<file path="src/rtl/cbfm_defs.svh">
// Register offsets, field positions and reset values for the balance event block
`ifndef CBFM_DEFS_SVH
`define CBFM_DEFS_SVH
`define CBFM_ADDR_FLAGS 8'h2b
`define CBFM_ADDR_MASKS 8'h2c
`define CBFM_FLAGS_RST 8'h00
`define CBFM_MASKS_RST 8'h00
`define CBFM_BIT_TOP 7
`define CBFM_BIT_BOT 6
`define CBFM_EVT_MSB 5
`define CBFM_MASK_RSVD 8'hc0
`define CBFM_INT_PULSE_NS 10
`define CBFM_CLK_NS 10
`define CBFM_INT_CYC ((`CBFM_INT_PULSE_NS + `CBFM_CLK_NS - 1) / `CBFM_CLK_NS)
`endif

</file>
<file path="src/rtl/cbfm_pkg.sv">
// Types shared by the balance event block
package cbfm_pkg;
  typedef struct packed {
    logic top_discharge_enable;
    logic bottom_discharge_enable;
    logic [5:0] events;
  } cbfm_flags_s;
  typedef struct packed {
    logic wr;
    logic rd;
    logic [7:0] addr;
    logic [7:0] wdata;
  } cbfm_req_s;
  typedef enum logic {CBFM_IDLE, CBFM_PULSE} cbfm_int_e;
endpackage

</file>
<file path="src/rtl/cbfm_event_latch.sv">
// Sticky event flags with clear-on-read, set winning over clear
`timescale 1ns/100ps
`default_nettype none
module cbfm_event_latch #(
  parameter int WIDTH = 6
) (
  input wire logic mclk,
  input wire logic rst_n,
  input wire logic soft_rst,
  input wire logic [WIDTH-1:0] set_evt,
  input wire logic clr,
  output logic [WIDTH-1:0] flags_ff
);
  always_ff @(posedge mclk or negedge rst_n) begin
    if (!rst_n) begin
      flags_ff <= '0;
    end else if (soft_rst) begin
      flags_ff <= '0;
    end else begin
      flags_ff <= (clr ? '0 : flags_ff) | set_evt;
    end
  end
endmodule
`default_nettype wire

</file>
<file path="src/rtl/cbfm_top.sv">
// Balance event flags, masks, discharge enables and interrupt pulse
// Function
// - Flag register bit 7 drives the top-cell discharge switch, reset 0.
// - Flag register bit 6 drives the bottom-cell discharge switch, reset 0.
// - Bit 5 latches on entry into or exit from balancing, stays set, clears on read.
// - Bits 4 and 3 latch on upper/lower constant-voltage entry and clear on read.
// - Bits 2 and 1 latch on upper/lower over-voltage, stay set, clear on read.
// - Bit 0 latches on balancing over-current, stays set, clears on read.
// - Mask bits 7 and 6 always read 0.
// - Mask bit 5 blocks the interrupt for balancing transitions.
// - Mask bits 4 and 3 block the constant-voltage interrupts.
// - Mask bits 2 and 1 block the over-voltage interrupts.
// - Mask bit 0 blocks the over-current interrupt.
// - Mask register sits at 2Ch and resets to zero.
// - Flag register sits at 2Bh and resets to zero.
// - Manual discharge acts only while automatic balancing is off.
`timescale 1ns/100ps
`default_nettype none
`include "cbfm_defs.svh"
module cbfm_top
  import cbfm_pkg::*;
(
  input wire logic mclk,
  input wire logic rst_n,
  input wire logic reg_rst,
  input wire logic watchdog_expired,
  input wire logic reg_wr,
  input wire logic reg_rd,
  input wire logic [7:0] reg_addr,
  input wire logic [7:0] reg_wdata,
  output logic [7:0] reg_rdata_ff,
  input wire logic auto_balance_enable,
  input wire logic balance_active,
  input wire logic upper_cv,
  input wire logic lower_cv,
  input wire logic upper_ov,
  input wire logic lower_ov,
  input wire logic balance_oc,
  output logic top_discharge_switch_ff,
  output logic bottom_discharge_switch_ff,
  output logic int_n_ff
);
  // ----------------------------------------------------------------
  // Request capture and event detection
  // ----------------------------------------------------------------
  cbfm_req_s req;
  cbfm_flags_s flags;
  logic [7:0] masks_ff;
  logic [5:0] cond_prev_ff;
  logic [5:0] cond_now;
  logic [5:0] set_evt;
  logic [5:0] evt_ff;
  logic rd_flags;
  logic wr_flags;
  logic wr_masks;
  logic top_en_ff;
  logic bot_en_ff;
  cbfm_int_e int_state_ff;

  function automatic logic hit(input logic [7:0] a, input logic [7:0] target);
    return a == target;
  endfunction

  assign req = '{wr: reg_wr, rd: reg_rd, addr: reg_addr, wdata: reg_wdata};
  assign rd_flags = req.rd && hit(req.addr, `CBFM_ADDR_FLAGS);
  assign wr_flags = req.wr && hit(req.addr, `CBFM_ADDR_FLAGS);
  assign wr_masks = req.wr && hit(req.addr, `CBFM_ADDR_MASKS);
  assign cond_now = {balance_active, upper_cv, lower_cv, upper_ov, lower_ov, balance_oc};

  // Balancing flag fires on both edges; the others on rising edge only
  assign set_evt = {cond_now[5] ^ cond_prev_ff[5],
                    cond_now[4:3] & ~cond_prev_ff[4:3],
                    cond_now[2:1] & ~cond_prev_ff[2:1],
                    cond_now[0] & ~cond_prev_ff[0]};

  always_ff @(posedge mclk or negedge rst_n) begin
    if (!rst_n) begin
      cond_prev_ff <= 6'h00;
    end else begin
      cond_prev_ff <= cond_now;
    end
  end

  // Watchdog input never touches these registers; only a check watches it
  cbfm_event_latch #(.WIDTH(6)) u_latch (
    .mclk(mclk),
    .rst_n(rst_n),
    .soft_rst(reg_rst),
    .set_evt(set_evt),
    .clr(rd_flags),
    .flags_ff(evt_ff)
  );

  // ----------------------------------------------------------------
  // Writable fields
  // ----------------------------------------------------------------
  always_ff @(posedge mclk or negedge rst_n) begin
    if (!rst_n) begin
      top_en_ff <= 1'b0;
      bot_en_ff <= 1'b0;
    end else if (reg_rst) begin
      top_en_ff <= 1'b0;
      bot_en_ff <= 1'b0;
    end else if (wr_flags) begin
      top_en_ff <= req.wdata[`CBFM_BIT_TOP];
      bot_en_ff <= req.wdata[`CBFM_BIT_BOT];
    end
  end
  assign flags = '{top_discharge_enable: top_en_ff, bottom_discharge_enable: bot_en_ff,
                   events: evt_ff};

  always_ff @(posedge mclk or negedge rst_n) begin
    if (!rst_n) begin
      masks_ff <= `CBFM_MASKS_RST;
    end else if (reg_rst) begin
      masks_ff <= `CBFM_MASKS_RST;
    end else if (wr_masks) begin
      masks_ff <= req.wdata & ~`CBFM_MASK_RSVD;
    end
  end

  // ----------------------------------------------------------------
  // Discharge switches
  // ----------------------------------------------------------------
  // Automatic balancing owns the switches while enabled
  always_ff @(posedge mclk or negedge rst_n) begin
    if (!rst_n) begin
      top_discharge_switch_ff <= 1'b0;
      bottom_discharge_switch_ff <= 1'b0;
    end else begin
      top_discharge_switch_ff <= top_en_ff & ~auto_balance_enable;
      bottom_discharge_switch_ff <= bot_en_ff & ~auto_balance_enable;
    end
  end

  // ----------------------------------------------------------------
  // Read data
  // ----------------------------------------------------------------
  always_ff @(posedge mclk or negedge rst_n) begin
    if (!rst_n) begin
      reg_rdata_ff <= `CBFM_FLAGS_RST;
    end else if (req.rd) begin
      if (hit(req.addr, `CBFM_ADDR_FLAGS)) begin
        reg_rdata_ff <= flags;
      end else if (hit(req.addr, `CBFM_ADDR_MASKS)) begin
        reg_rdata_ff <= masks_ff & ~`CBFM_MASK_RSVD;
      end else begin
        reg_rdata_ff <= 8'h00;
      end
    end
  end

  // ----------------------------------------------------------------
  // Interrupt pulse
  // ----------------------------------------------------------------
  logic raise;
  assign raise = |(set_evt & ~masks_ff[5:0]);

  always_ff @(posedge mclk or negedge rst_n) begin
    if (!rst_n) begin
      int_state_ff <= CBFM_IDLE;
      int_n_ff <= 1'b1;
    end else begin
      case (int_state_ff)
        CBFM_IDLE: begin
          if (raise) begin
            int_state_ff <= CBFM_PULSE;
            int_n_ff <= 1'b0;
          end
        end
        CBFM_PULSE: begin
          int_state_ff <= CBFM_IDLE;
          int_n_ff <= 1'b1;
        end
        default: begin
          int_state_ff <= CBFM_IDLE;
          int_n_ff <= 1'b1;
        end
      endcase
    end
  end
endmodule
`default_nettype wire

</file>
<file path="config.mk">
export PLATFORM = sky130hd
export DESIGN_NAME = cbfm_top
export DESIGN_NICKNAME = d
export VERILOG_FILES = /design/src/rtl/cbfm_pkg.sv /design/src/rtl/cbfm_event_latch.sv /design/src/rtl/cbfm_top.sv
export VERILOG_INCLUDE_DIRS = /design/src /design/src/rtl
export SDC_FILE = /design/constraint.sdc
export NUM_CORES = 1
export LEC_CHECK = 0
export BUFFER_PORTS_ARGS = -buffer_cell sky130_fd_sc_hd__buf_2
export CAP_MARGIN = 5
export CORE_MARGIN = 3
export CORE_UTILIZATION = 43
export DETAILED_ROUTE_END_ITERATION = 10
export HOLD_SLACK_MARGIN = 0.15
export PLACE_DENSITY = 0.68
export SLEW_MARGIN = 40
export SYNTH_ARGS = -nofsm -noshare
export SYNTH_HDL_FRONTEND = slang
export SYNTH_HIERARCHICAL = 1
export SYNTH_SLANG_ARGS = --single-unit
</file>
<file path="constraint.sdc">
create_clock -name mclk -period 1.3 [get_ports mclk]
set_input_delay 0.13 -clock mclk [delete_from_list [all_inputs] [get_ports mclk]]
set_output_delay 0.13 -clock mclk [all_outputs]
set_load 0.005 [all_outputs]
</file>
==> metrics, run 1 <==
outcome=finished, violations left; failing checks=setup timing; Worst Skew=0.002624 ns; Die ar.=0.003983 mm^2; worst path required time=1.57 ns; Final period util=100.4%; Final Cell Area=0.001901 mm^2; minimum clock period=1.306 ns; Pwr Density=976.7 mW/mm^2; DR vias=1090; Synth Instances=118; largest net degree at the start of global routing=23; fin. max-slew vios=0; CTS tree=built; post-route ant nets=0; H-tree lvl count=2; Area growth syn-to-layout=35.50%; die height=63.11 um; maximum clock frequency=766.0 MHz; Startpoint Class=primary input; GRT Overall Usage=16.97%; number of cells on the critical path=6; clock latency on the worst-skew pair=0.32 ns; clock network power share=31.1%; setup violators final=1; Pint=1.432 mW; post-synthesis register bit count=32; synth top area cells=dfrtp_1 (55%), nand2b_1 (9.4%), mux2i_1 (5.0%); port bufs=38; synthesized cell area=0.001403 mm^2; Max clock buf depth=2; root buffer cell=clkbuf_4; hold depth=4; WL/cell=12.88 um; max-cap violation count=0; vias per std cell=4.844; Util after Layout=61.75%; Synth cell types=26; initial antenna violation count=0; GRT overflow=0; worst IR drop on VDD=0.7758 mV; die width=63.11 um; # rows=20; Core Box Area=0.003078 mm^2; Psw=424.4 uW; Sw Ratio=22.87%; setup slack after layout=-0.005513 ns; Residual DRC=0; CTS resizes=0; Net Count, Synth=147; commonest non-fill, non-tap cell in the layout=buf_2; Placer Congestion=0.7688; sequential share of power=57.1%; CP Max Fanout=2; Bufs and invs on worst path=3; Worst Setup End Kind=flip-flop; Max transition margin=70.14%; antenna cell count=0; Crit path largest cell delay=0.53 ns; share of the synthesized area in the top cell type=55.31%; crit path kind=primary input to flip-flop; combinational fraction of design power=11.8%; Worst-path clk slew=0.09 ns; Lkg Pwr=0.8938 nW; Largest delay share family, worst path=buffers and inverters; drt pass-1 iters=4; I/O Pins=40; HP Class=primary input to flip-flop; commonest non-fill, non-tap cells in the layout=buf_2 (38), dfrtp_1 (31), nand2b_1 (21); Detail Placement HPWL=2.052 mm; Initial Utilization=45.57%; drt initial violations=33; Avg Cell Area, Syn=11.89 um^2; vias in the first global route=1169; Yosys top cell by area=dfrtp_1; FF-to-FF path depth=4; Num CTS Buffers=5; Final Hold Fails=0; CP max stage cell=dlygate4sd3_1; pin slew with the least headroom to its limit=0.4418 ns; first-pass GRT wire length=5.209 mm; CP arrival=1.58 ns; Yosys warnings=6; dpl cell area=0.001664 mm^2; Final #Nets=209; share of cells above drive strength 1=28.18%; Filler cells=283; crit-path cells=dlygate4sd3_1 > buf_2 > xor2_1 > a222oi_1 > buf_4 > a41o_1; Seq/Total Area, Yosys=57.18%; CTS Sinks=32; DRT Wirelength=2.899 mm
[stage by stage]
step | setup slack (ns) | hold WS [ns] | total power [mW] | instances | TNS, ns
3_3_place_gp | 0.003895 | 0.07561 | 1.251 | 199 | 0
4_1_cts | 0.02953 | -0.09153 | 1.880 | 223 | 0
5_1_grt | -0.01940 | 0.1743 | 1.952 | 225 | -0.01940
6_report | -0.005513 | 0.1867 | 1.856 | 225 | -0.005513
3_5_place_dp | -0.02679 | 0.07925 | 1.258 | 199 | -0.08340
2_1_floorplan | 0.2086 | -0.1656 | 1.153 | 118 | 0
[cells by family after synthesis]
| kind of cell | count (synthesis) | synth area share (%) |
|---|---|---|
| and+or+nand+nor | 37 | 18.47 |
| DFF | 32 | 57.18 |
| AOI/OAI and AO/OA | 25 | 13.29 |
| buffers and inverters | 16 | 5.441 |
| muxes | 7 | 4.996 |
| xor gates and xnor gates | 1 | 0.6246 |
[worst paths after layout]
check,startpoint,endpoint,slack [ns]
min in group asynchronous,rst_n,cond_prev_ff[2]$_DFF_PN0_,0.26
worst max register to register,cond_prev_ff[5]$_DFF_PN0_,int_n_ff$_DFFE_PN1P_,0.06
worst min register to register,int_state_ff$_DFF_PN0_,int_state_ff$_DFF_PN0_,0.44
max in group asynchronous,rst_n,bottom_discharge_switch_ff$_DFF_PN0_,0.63
worst max-delay path,balance_active,int_n_ff$_DFFE_PN1P_,-0.006
worst min-delay path,lower_ov,u_latch/flags_ff[1]$_DFF_PN0_,0.19
[flip-flops by register name (all words and copies together) (netlist names)]
| register | flops |
|---|---|
| reg_rdata_ff | 8 |
| u_latch/flags_ff | 6 |
| top_discharge_switch_ff | 1 |
| top_en_ff | 1 |
| int_state_ff | 1 |
| cond_prev_ff | 6 |
| bot_en_ff | 1 |
| int_n_ff | 1 |
| bottom_discharge_switch_ff | 1 |
| masks_ff | 6 |
[power groups by stage]
stage | clock (mW) | combinational (mW) | sequential (mW)
2_1_floorplan | 0 | 0.0741 | 1.08
3_3_place_gp | 0 | 0.173 | 1.08
3_5_place_dp | 0 | 0.178 | 1.08
4_1_cts | 0.606 | 0.214 | 1.06
5_1_grt | 0.637 | 0.247 | 1.07
6_report | 0.577 | 0.219 | 1.06
[Yosys cell counts, drive strengths merged]
cell type,count
dfrtp,31
nand2b,21
inv,12
nor2b,8
a22oi,7
mux2i,7
a21oi,6
o2bb2ai,6
and3,3
a22o,2
buf,2
clkbuf,2
a222oi,1
a31oi,1
a41o,1
and4b,1
dfstp,1
nand2,1
nand4,1
nor4b,1
nor4bb,1
o31ai,1
xor2,1
[worst min-delay path, cell delays in order]
cell and delay [ns]:
buf_2 0.10, nor2b_1 0.13, inv_1 0.05, a21oi_1 0.06
[metal layers]
| metal | part of all wire, % | vias to the layer above | global-route usage (%) |
|---|---|---|---|
| met5 | 0 | - | 0 |
| met4 | 1.4 | 0 | 7.438 |
| met3 | 6.9 | 4 | 6.239 |
| met2 | 48 | 37 | 27.93 |
| met1 | 43 | 514 | 19.72 |
| li1 | - | 535 | - |
[area by class of cell]
| class | count | area (um^2) | area share, % |
|---|---|---|---|
| Clock buffer | 8 | 58.81 | 3.094 |
| Inverter | 12 | 45.04 | 2.370 |
| Multi-Input combinational cell | 70 | 524.3 | 27.58 |
| Sequential cell | 32 | 802.0 | 42.20 |
| Tap cell | 44 | 55.05 | 2.897 |
| Timing Repair Buffer | 59 | 415.4 | 21.86 |
[timing repair]
item                                   4_1_cts  5_1_grt
endpoints found under the hold margin       52        2
hold buffers                                16        1
buffers inserted                             0        1
setup endpoints to repair                    0        2
(Power assumes the default switching activity.)
==> run 2, diff against run 1 <==
==> constraint.sdc (replaced) <==
create_clock -name mclk -period 1.3 [get_ports mclk]
set_input_delay 0.195 -clock mclk [delete_from_list [all_inputs] [get_ports mclk]]
set_output_delay 0.195 -clock mclk [all_outputs]
set_load 0.005 [all_outputs]
==> run 2 against run 1 <==
Die area did not move. Critical endpoint unchanged. Non-clock buffer count did not move. Wire length rose by 0.66%. Clock power fell by 10%. Combinational power fell by 3%. Highest routed layer unchanged. Utilization fell by 0.77 points. Worst hold slack improved by 0.0025 ns. The run now ends clean. Critical path depth fell by 3. Cell count did not move. Sequential power barely moved.
==> metrics, run 2 (same netlist as run 1, synthesis figures left out) <==
FF-to-FF path depth=3 (was 4); Reg2Reg Capture Point=int_n_ff$_DFFE_PN1P_ (unchanged); outcome=finished, final reports clean (was finished, violations left); Util after Layout=60.98% (was 61.75%); CTS Sinks=32 (unchanged); antenna cell count=0 (unchanged); Crit path largest cell delay=0.40 ns (was 0.53 ns); Residual DRC=0 (unchanged); vias in the first global route=1146 (was 1169); Overall Power=1.791 mW (was 1.856 mW); CP Launch Point=cond_prev_ff[5]$_DFF_PN0_ (was balance_active); I/O Pins=40 (unchanged); Lkg Pwr=0.8867 nW (was 0.8938 nW); Detail Placement HPWL=2.031 mm (was 2.052 mm); # rows=20 (unchanged); GRT Overall Usage=16.70% (was 16.97%); drt pass-1 iters=4 (unchanged); post-route ant nets=0 (unchanged); Psw=420.1 uW (was 424.4 uW); RSZ-0062 raised after global routing=false; Hold-fix buffers, CTS=16 (unchanged); placed cell count=201 (was 199); minimum clock period=1.246 ns (was 1.306 ns); crit path kind=flip-flop to flip-flop (was primary input to flip-flop); Die ar.=0.003983 mm^2 (unchanged); H-tree lvl count=2 (unchanged); CP max stage cell=a222oi_1 (was dlygate4sd3_1); CP Max Fanout=2 (unchanged); Placer Congestion=0.7718 (was 0.7688); die height=63.11 um (unchanged); max-cap violation count=0 (unchanged); Pwr Density=954.1 mW/mm^2 (was 976.7 mW/mm^2); Max clock buf depth=2 (unchanged); setup violators final=0 (was 1); Num CTS Buffers=5 (unchanged); CP arrival=1.50 ns (was 1.58 ns); crit-path cells=xor2_1 > a222oi_1 > a41o_1 (was dlygate4sd3_1 > buf_2 > xor2_1 > a222oi_1 > buf_4 > a41o_1); Pint=1.370 mW (was 1.432 mW); sequential share of power=59.2% (was 57.1%); Initial Utilization=45.57% (unchanged); initial antenna violation count=0 (unchanged); Cell Count, Final, Fillers Out=225 (unchanged); largest net degree at the start of global routing=23 (unchanged); GRT overflow=0 (unchanged); Worst Skew=0.007967 ns (was 0.002624 ns); hold slack=0.1892 ns (was 0.1867 ns); Final #Nets=209 (unchanged); Worst Setup End Kind=flip-flop (unchanged); worst IR drop on VDD=0.7011 mV (was 0.7758 mV); DR vias=1082 (was 1090); HP Class=primary input to flip-flop (unchanged); maximum clock frequency=802.3 MHz (was 766.0 MHz); Worst-path clk slew=0.10 ns (was 0.09 ns); clock latency on the worst-skew pair=0.31 ns (was 0.32 ns); drt initial violations=21 (was 33); worst path required time=1.56 ns (was 1.57 ns); Largest delay share family, worst path=compound AO/OA/AOI/OAI gates (was buffers and inverters); pin slew with the least headroom to its limit=0.4170 ns (was 0.4418 ns); share of cells above drive strength 1=28.73% (was 28.18%); first-pass GRT wire length=5.168 mm (was 5.209 mm); commonest non-fill, non-tap cell in the layout=buf_2 (unchanged); Worst R2R Setup Slack=0.05 ns (was 0.06 ns); max reg flops=8 (unchanged); Area growth syn-to-layout=33.81% (was 35.50%); fin. max-slew vios=0 (unchanged); die width=63.11 um (unchanged); Reg2Reg Launch Point=cond_prev_ff[5]$_DFF_PN0_ (unchanged); CTS tree=built (unchanged); Sw Ratio=23.46% (was 22.87%); Worst Hold Launch=balance_active (was lower_ov); Filler cells=269 (was 283); combinational fraction of design power=11.9% (was 11.8%); Max transition margin=71.82% (was 70.14%); clock network power share=28.9% (was 31.1%); CTS resizes=0 (unchanged); WL/cell=12.97 um (was 12.88 um); Reg with most FFs=reg_rdata_ff (unchanged); port bufs=38 (unchanged); root buffer cell=clkbuf_4 (unchanged); postcts setup bufs=0 (unchanged); Final Hold Fails=0 (unchanged); vias per std cell=4.809 (was 4.844); Final period util=95.88% (was 100.4%); commonest non-fill, non-tap cells in the layout=buf_2 (38), dfrtp_1 (31), nand2b_1 (21) (unchanged); Core Box Area=0.003078 mm^2 (unchanged); Hold EP=u_latch/flags_ff[5]$_DFF_PN0_ (was u_latch/flags_ff[1]$_DFF_PN0_); hold depth=4 (unchanged); Bufs and invs on worst path=0 (was 3); DRT Wirelength=2.918 mm (was 2.899 mm); Startpoint Class=flip-flop (was primary input)
-- run 2: cell count changes in the layout (fill, tap and decap cells not counted), sizes merged --
cell / delta
clkbuf: -1
clkinv: +1
dlygate4sd3: -1
buf: +1
-- run 2: layout make-up --
class / instances / area (um^2) / share of cell area, %
flip-flops and latches: 32 / 802.0 / 42.73
multi-input cells: 70 / 524.3 / 27.93
repair buffers: 59 / 400.4 / 21.33
well taps: 44 / 55.05 / 2.933
clock buffers: 7 / 45.04 / 2.400
inverters: 12 / 45.04 / 2.400
clock inverters: 1 / 5.005 / 0.2667
-- run 2: power groups by stage --
stage / sequential [mW] / clock [mW] / combinational [mW]
3_3_place_gp: 1.08 / 0 / 0.172
2_1_floorplan: 1.08 / 0 / 0.0741
3_5_place_dp: 1.08 / 0 / 0.177
4_1_cts: 1.06 / 0.530 / 0.214
6_report: 1.06 / 0.517 / 0.213
5_1_grt: 1.07 / 0.571 / 0.240
-- run 2: worst max path at each step --
| stage | end | slack, ns | cells after the start |
|---|---|---|---|
| 2_1_floorplan | masks_ff[0]$_DFFE_PN0P_ | 0.15 | 5 |
| 3_3_place_gp | masks_ff[0]$_DFFE_PN0P_ | -0.005 | 5 |
| 3_5_place_dp | masks_ff[1]$_DFFE_PN0P_ | -0.05 | 4 |
| 4_1_cts | int_n_ff$_DFFE_PN1P_ | 0.06 | 3 |
| 5_1_grt | int_n_ff$_DFFE_PN1P_ | 0.006 | 3 |
| 6_report | int_n_ff$_DFFE_PN1P_ | 0.05 | 3 |
-- run 2: worst min-delay path, delay by kind of cell --
family                    cells  cell delay [ns]
xor gates and xnor gates      1             0.07
AOI/OAI and AO/OA             1             0.05
buffers and inverters         2             0.15
-- run 2: stage by stage --
stage                     instance area (um^2)  worst slack (ns)  TNS [ns]
after floorplan                           1403            0.1502         0
after global placement                    1667         -0.004954  -0.01284
after detailed placement                  1667          -0.05072   -0.2242
after CTS                                 1877           0.06477         0
after global routing                      1877          0.005866         0
final                                     1877           0.05353         0
-- run 2: layer usage --
layer  vias to the layer above  track usage, %  wire length (um)
li1                        531               -                 -
met1                       510           20.23              1323
met2                        35           27.54              1397
met3                         6           4.456               146
met4                         0           7.989                51
met5                         -               0                 0
==> run 3, diff against run 2 <==
Settings changed: CORE_UTILIZATION 43 to 45, PLACE_DENSITY 0.68 to 0.71.
==> run 3 against run 2 <==
Wire length increased by 2.5%. Sequential share of layout area increased by 0.11 points. Non-clock buffer count unchanged. Die area decreased by 4.0%. Worst hold slack got worse by 0.024 ns. Combinational power about the same. Via count decreased by 0.74%. Final area decreased by 0.27%. Utilization increased by 4.6 points.
==> metrics, run 3 (same netlist as run 1, synthesis figures left out) <==
die height=61.83 um (was 63.11 um); Final #Nets=209 (unchanged); Max clock buf depth=2 (unchanged); die width=61.83 um (was 63.11 um); clock latency on the worst-skew pair=0.33 ns (was 0.31 ns); Worst R2R Setup Slack=0.09 ns (was 0.05 ns); setup violators final=0 (unchanged); DRT Wirelength=2.991 mm (was 2.918 mm); HP Class=primary input to flip-flop (unchanged); minimum clock period=1.252 ns (was 1.246 ns); Largest delay share family, worst path=buffers and inverters (was compound AO/OA/AOI/OAI gates); vias per std cell=5.066 (was 4.809); Final period util=96.33% (was 95.88%); Overall Power=1.872 mW (was 1.791 mW); CP arrival=1.52 ns (was 1.50 ns); Core Box Area=0.002853 mm^2 (was 0.003078 mm^2); Final Cell Area=0.001872 mm^2 (was 0.001877 mm^2); pin slew with the least headroom to its limit=0.3971 ns (was 0.4170 ns); drt initial violations=18 (was 21); crit-path cells=dlygate4sd3_1 > buf_2 > nor2b_1 > a222oi_1 > buf_4 > a41o_1 (was xor2_1 > a222oi_1 > a41o_1); maximum clock frequency=798.5 MHz (was 802.3 MHz); fin. max-slew vios=0 (unchanged); vias in the first global route=1057 (was 1146); Util after Layout=65.61% (was 60.98%); Startpoint Class=primary input (was flip-flop); drt pass-1 iters=4 (unchanged); CP Max Fanout=2 (unchanged); Reg2Reg Capture Point=int_n_ff$_DFFE_PN1P_ (unchanged); WL/cell=14.11 um (was 12.97 um); Initial Utilization=49.17% (was 45.57%); CTS Sinks=32 (unchanged); root buffer cell=clkbuf_4 (unchanged); Final Hold Fails=0 (unchanged); TNS Setup=0 ns (unchanged); outcome=finished, final reports clean (unchanged); Residual DRC=0 (unchanged); Reg with most FFs=reg_rdata_ff (unchanged); Area growth syn-to-layout=33.45% (was 33.81%); Placer Congestion=0.7995 (was 0.7718); Worst Skew=0.01505 ns (was 0.007967 ns); M1 GR Usage=21.72% (was 20.23%); FF-to-FF path depth=4 (was 3); DR vias=1074 (was 1082); Worst Setup End Kind=flip-flop (unchanged); share of cells above drive strength 1=29.83% (was 28.73%); Lkg Pwr=0.8951 nW (was 0.8867 nW); Detail Placement HPWL=2.103 mm (was 2.031 mm); initial antenna violation count=0 (unchanged); max reg flops=8 (unchanged); I/O Pins=40 (unchanged); CP Launch Point=lower_cv (was cond_prev_ff[5]$_DFF_PN0_); post-route ant nets=0 (unchanged); Bufs and invs on worst path=3 (was 0); gr busiest metal=met2 (unchanged); Crit path largest cell delay=0.53 ns (was 0.40 ns); first-pass GRT wire length=4.754 mm (was 5.168 mm); hold depth=4 (unchanged); Num CTS Buffers=5 (unchanged); GRT overflow=0 (unchanged); Placement Setup Slack=-0.06577 ns (was -0.05072 ns); port bufs=38 (unchanged); critical path endpoint=int_n_ff$_DFFE_PN1P_ (unchanged); Filler cells=222 (was 269); met3 Track Usage GR=5.579% (was 4.456%); H-tree lvl count=2 (unchanged); dpl cell area=0.001643 mm^2 (was 0.001667 mm^2); worst path required time=1.57 ns (was 1.56 ns); setup slack after layout=0.04771 ns (was 0.05353 ns); GRT Overall Usage=17.59% (was 16.70%); CP max stage cell=dlygate4sd3_1 (was a222oi_1); commonest non-fill, non-tap cell in the layout=buf_2 (unchanged); Worst-path clk slew=0.11 ns (was 0.10 ns); antenna cell count=0 (unchanged); number of cells on the critical path=6 (was 3); crit path kind=primary input to flip-flop (was flip-flop to flip-flop); commonest non-fill, non-tap cells in the layout=buf_2 (38), dfrtp_1 (31), nand2b_1 (21) (unchanged); GR Util met2=28.55% (was 27.54%); CTS tree=built (unchanged); Max transition margin=73.17% (was 71.82%); largest net degree at the start of global routing=23 (unchanged); Die ar.=0.003823 mm^2 (was 0.003983 mm^2); max-cap violation count=0 (unchanged); # rows=19 (was 20); Reg2Reg Launch Point=cond_prev_ff[5]$_DFF_PN0_ (unchanged); Pwr Density=1000 mW/mm^2 (was 954.1 mW/mm^2); worst IR drop on VDD=0.6238 mV (was 0.7011 mV)
-- run 3: cell count changes in the layout (fill, tap and decap cells not counted) --
cell	previous run	this run
clkbuf_8	0	1
clkinv_2	1	2
clkbuf_1	2	0
-- run 3: timing repair --
item                                   CTS  global route
hold buffers                            16             0
setup endpoints to repair                0             2
setup buffers                            0             1
resized for setup                        0             0
endpoints found under the hold margin   47             0
-- run 3: metrics by stage --
stage	hold slack [ns]	cells
global placement	0.1158	187
finish	0.1651	212
global route	0.1792	212
detailed placement	0.1278	187
CTS	0.1554	211
floorplan	-0.1006	118
-- run 3: final cells by class --
cell class | instances | area, um^2 | area share [%]
Inverter | 12 | 45.04 | 2.406
Clock inverter | 2 | 10.01 | 0.5348
Clock buffer | 6 | 51.30 | 2.741
Multi-Input combinational cell | 70 | 524.3 | 28.01
Sequential cell | 32 | 802.0 | 42.85
Tap cell | 31 | 38.79 | 2.072
Timing Repair Buffer | 59 | 400.4 | 21.39
-- run 3: layer usage --
layer | routed length [um] | up-vias | part of all wire (%)
met5 | 0 | - | 0
met4 | 42 | 0 | 1.4
met3 | 159 | 4 | 5.3
met2 | 1471 | 32 | 49
met1 | 1316 | 503 | 44
li1 | - | 535 | -
-- run 3: how the worst min path moves through the flow --
stage / startpoint / endpoint / slack, ns
after detailed placement: rst_n / cond_prev_ff[5]$_DFF_PN0_ / 0.13
final: balance_active / u_latch/flags_ff[5]$_DFF_PN0_ / 0.17
after global placement: rst_n / cond_prev_ff[3]$_DFF_PN0_ / 0.12
after global routing: balance_active / u_latch/flags_ff[5]$_DFF_PN0_ / 0.18
after floorplan: rst_n / bot_en_ff$_DFFE_PN0P_ / -0.10
after CTS: balance_active / u_latch/flags_ff[5]$_DFF_PN0_ / 0.16
-- run 3: worst reg2reg max path, delay by kind of cell (launching register included) --
kind	cells	cell delay, ns
xor gates and xnor gates	1	0.17
AOI/OAI and AO/OA	2	0.43
buffers and inverters	1	0.17
DFF	1	0.38
-- run 3: power by group --
part | total (mW) | switching (mW) | internal (mW)
clock | 0.596 | 0.339 | 0.257
combinational | 0.216 | 0.0950 | 0.121
sequential | 1.06 | 0.0181 | 1.04
total | 1.87 | 0.452 | 1.42
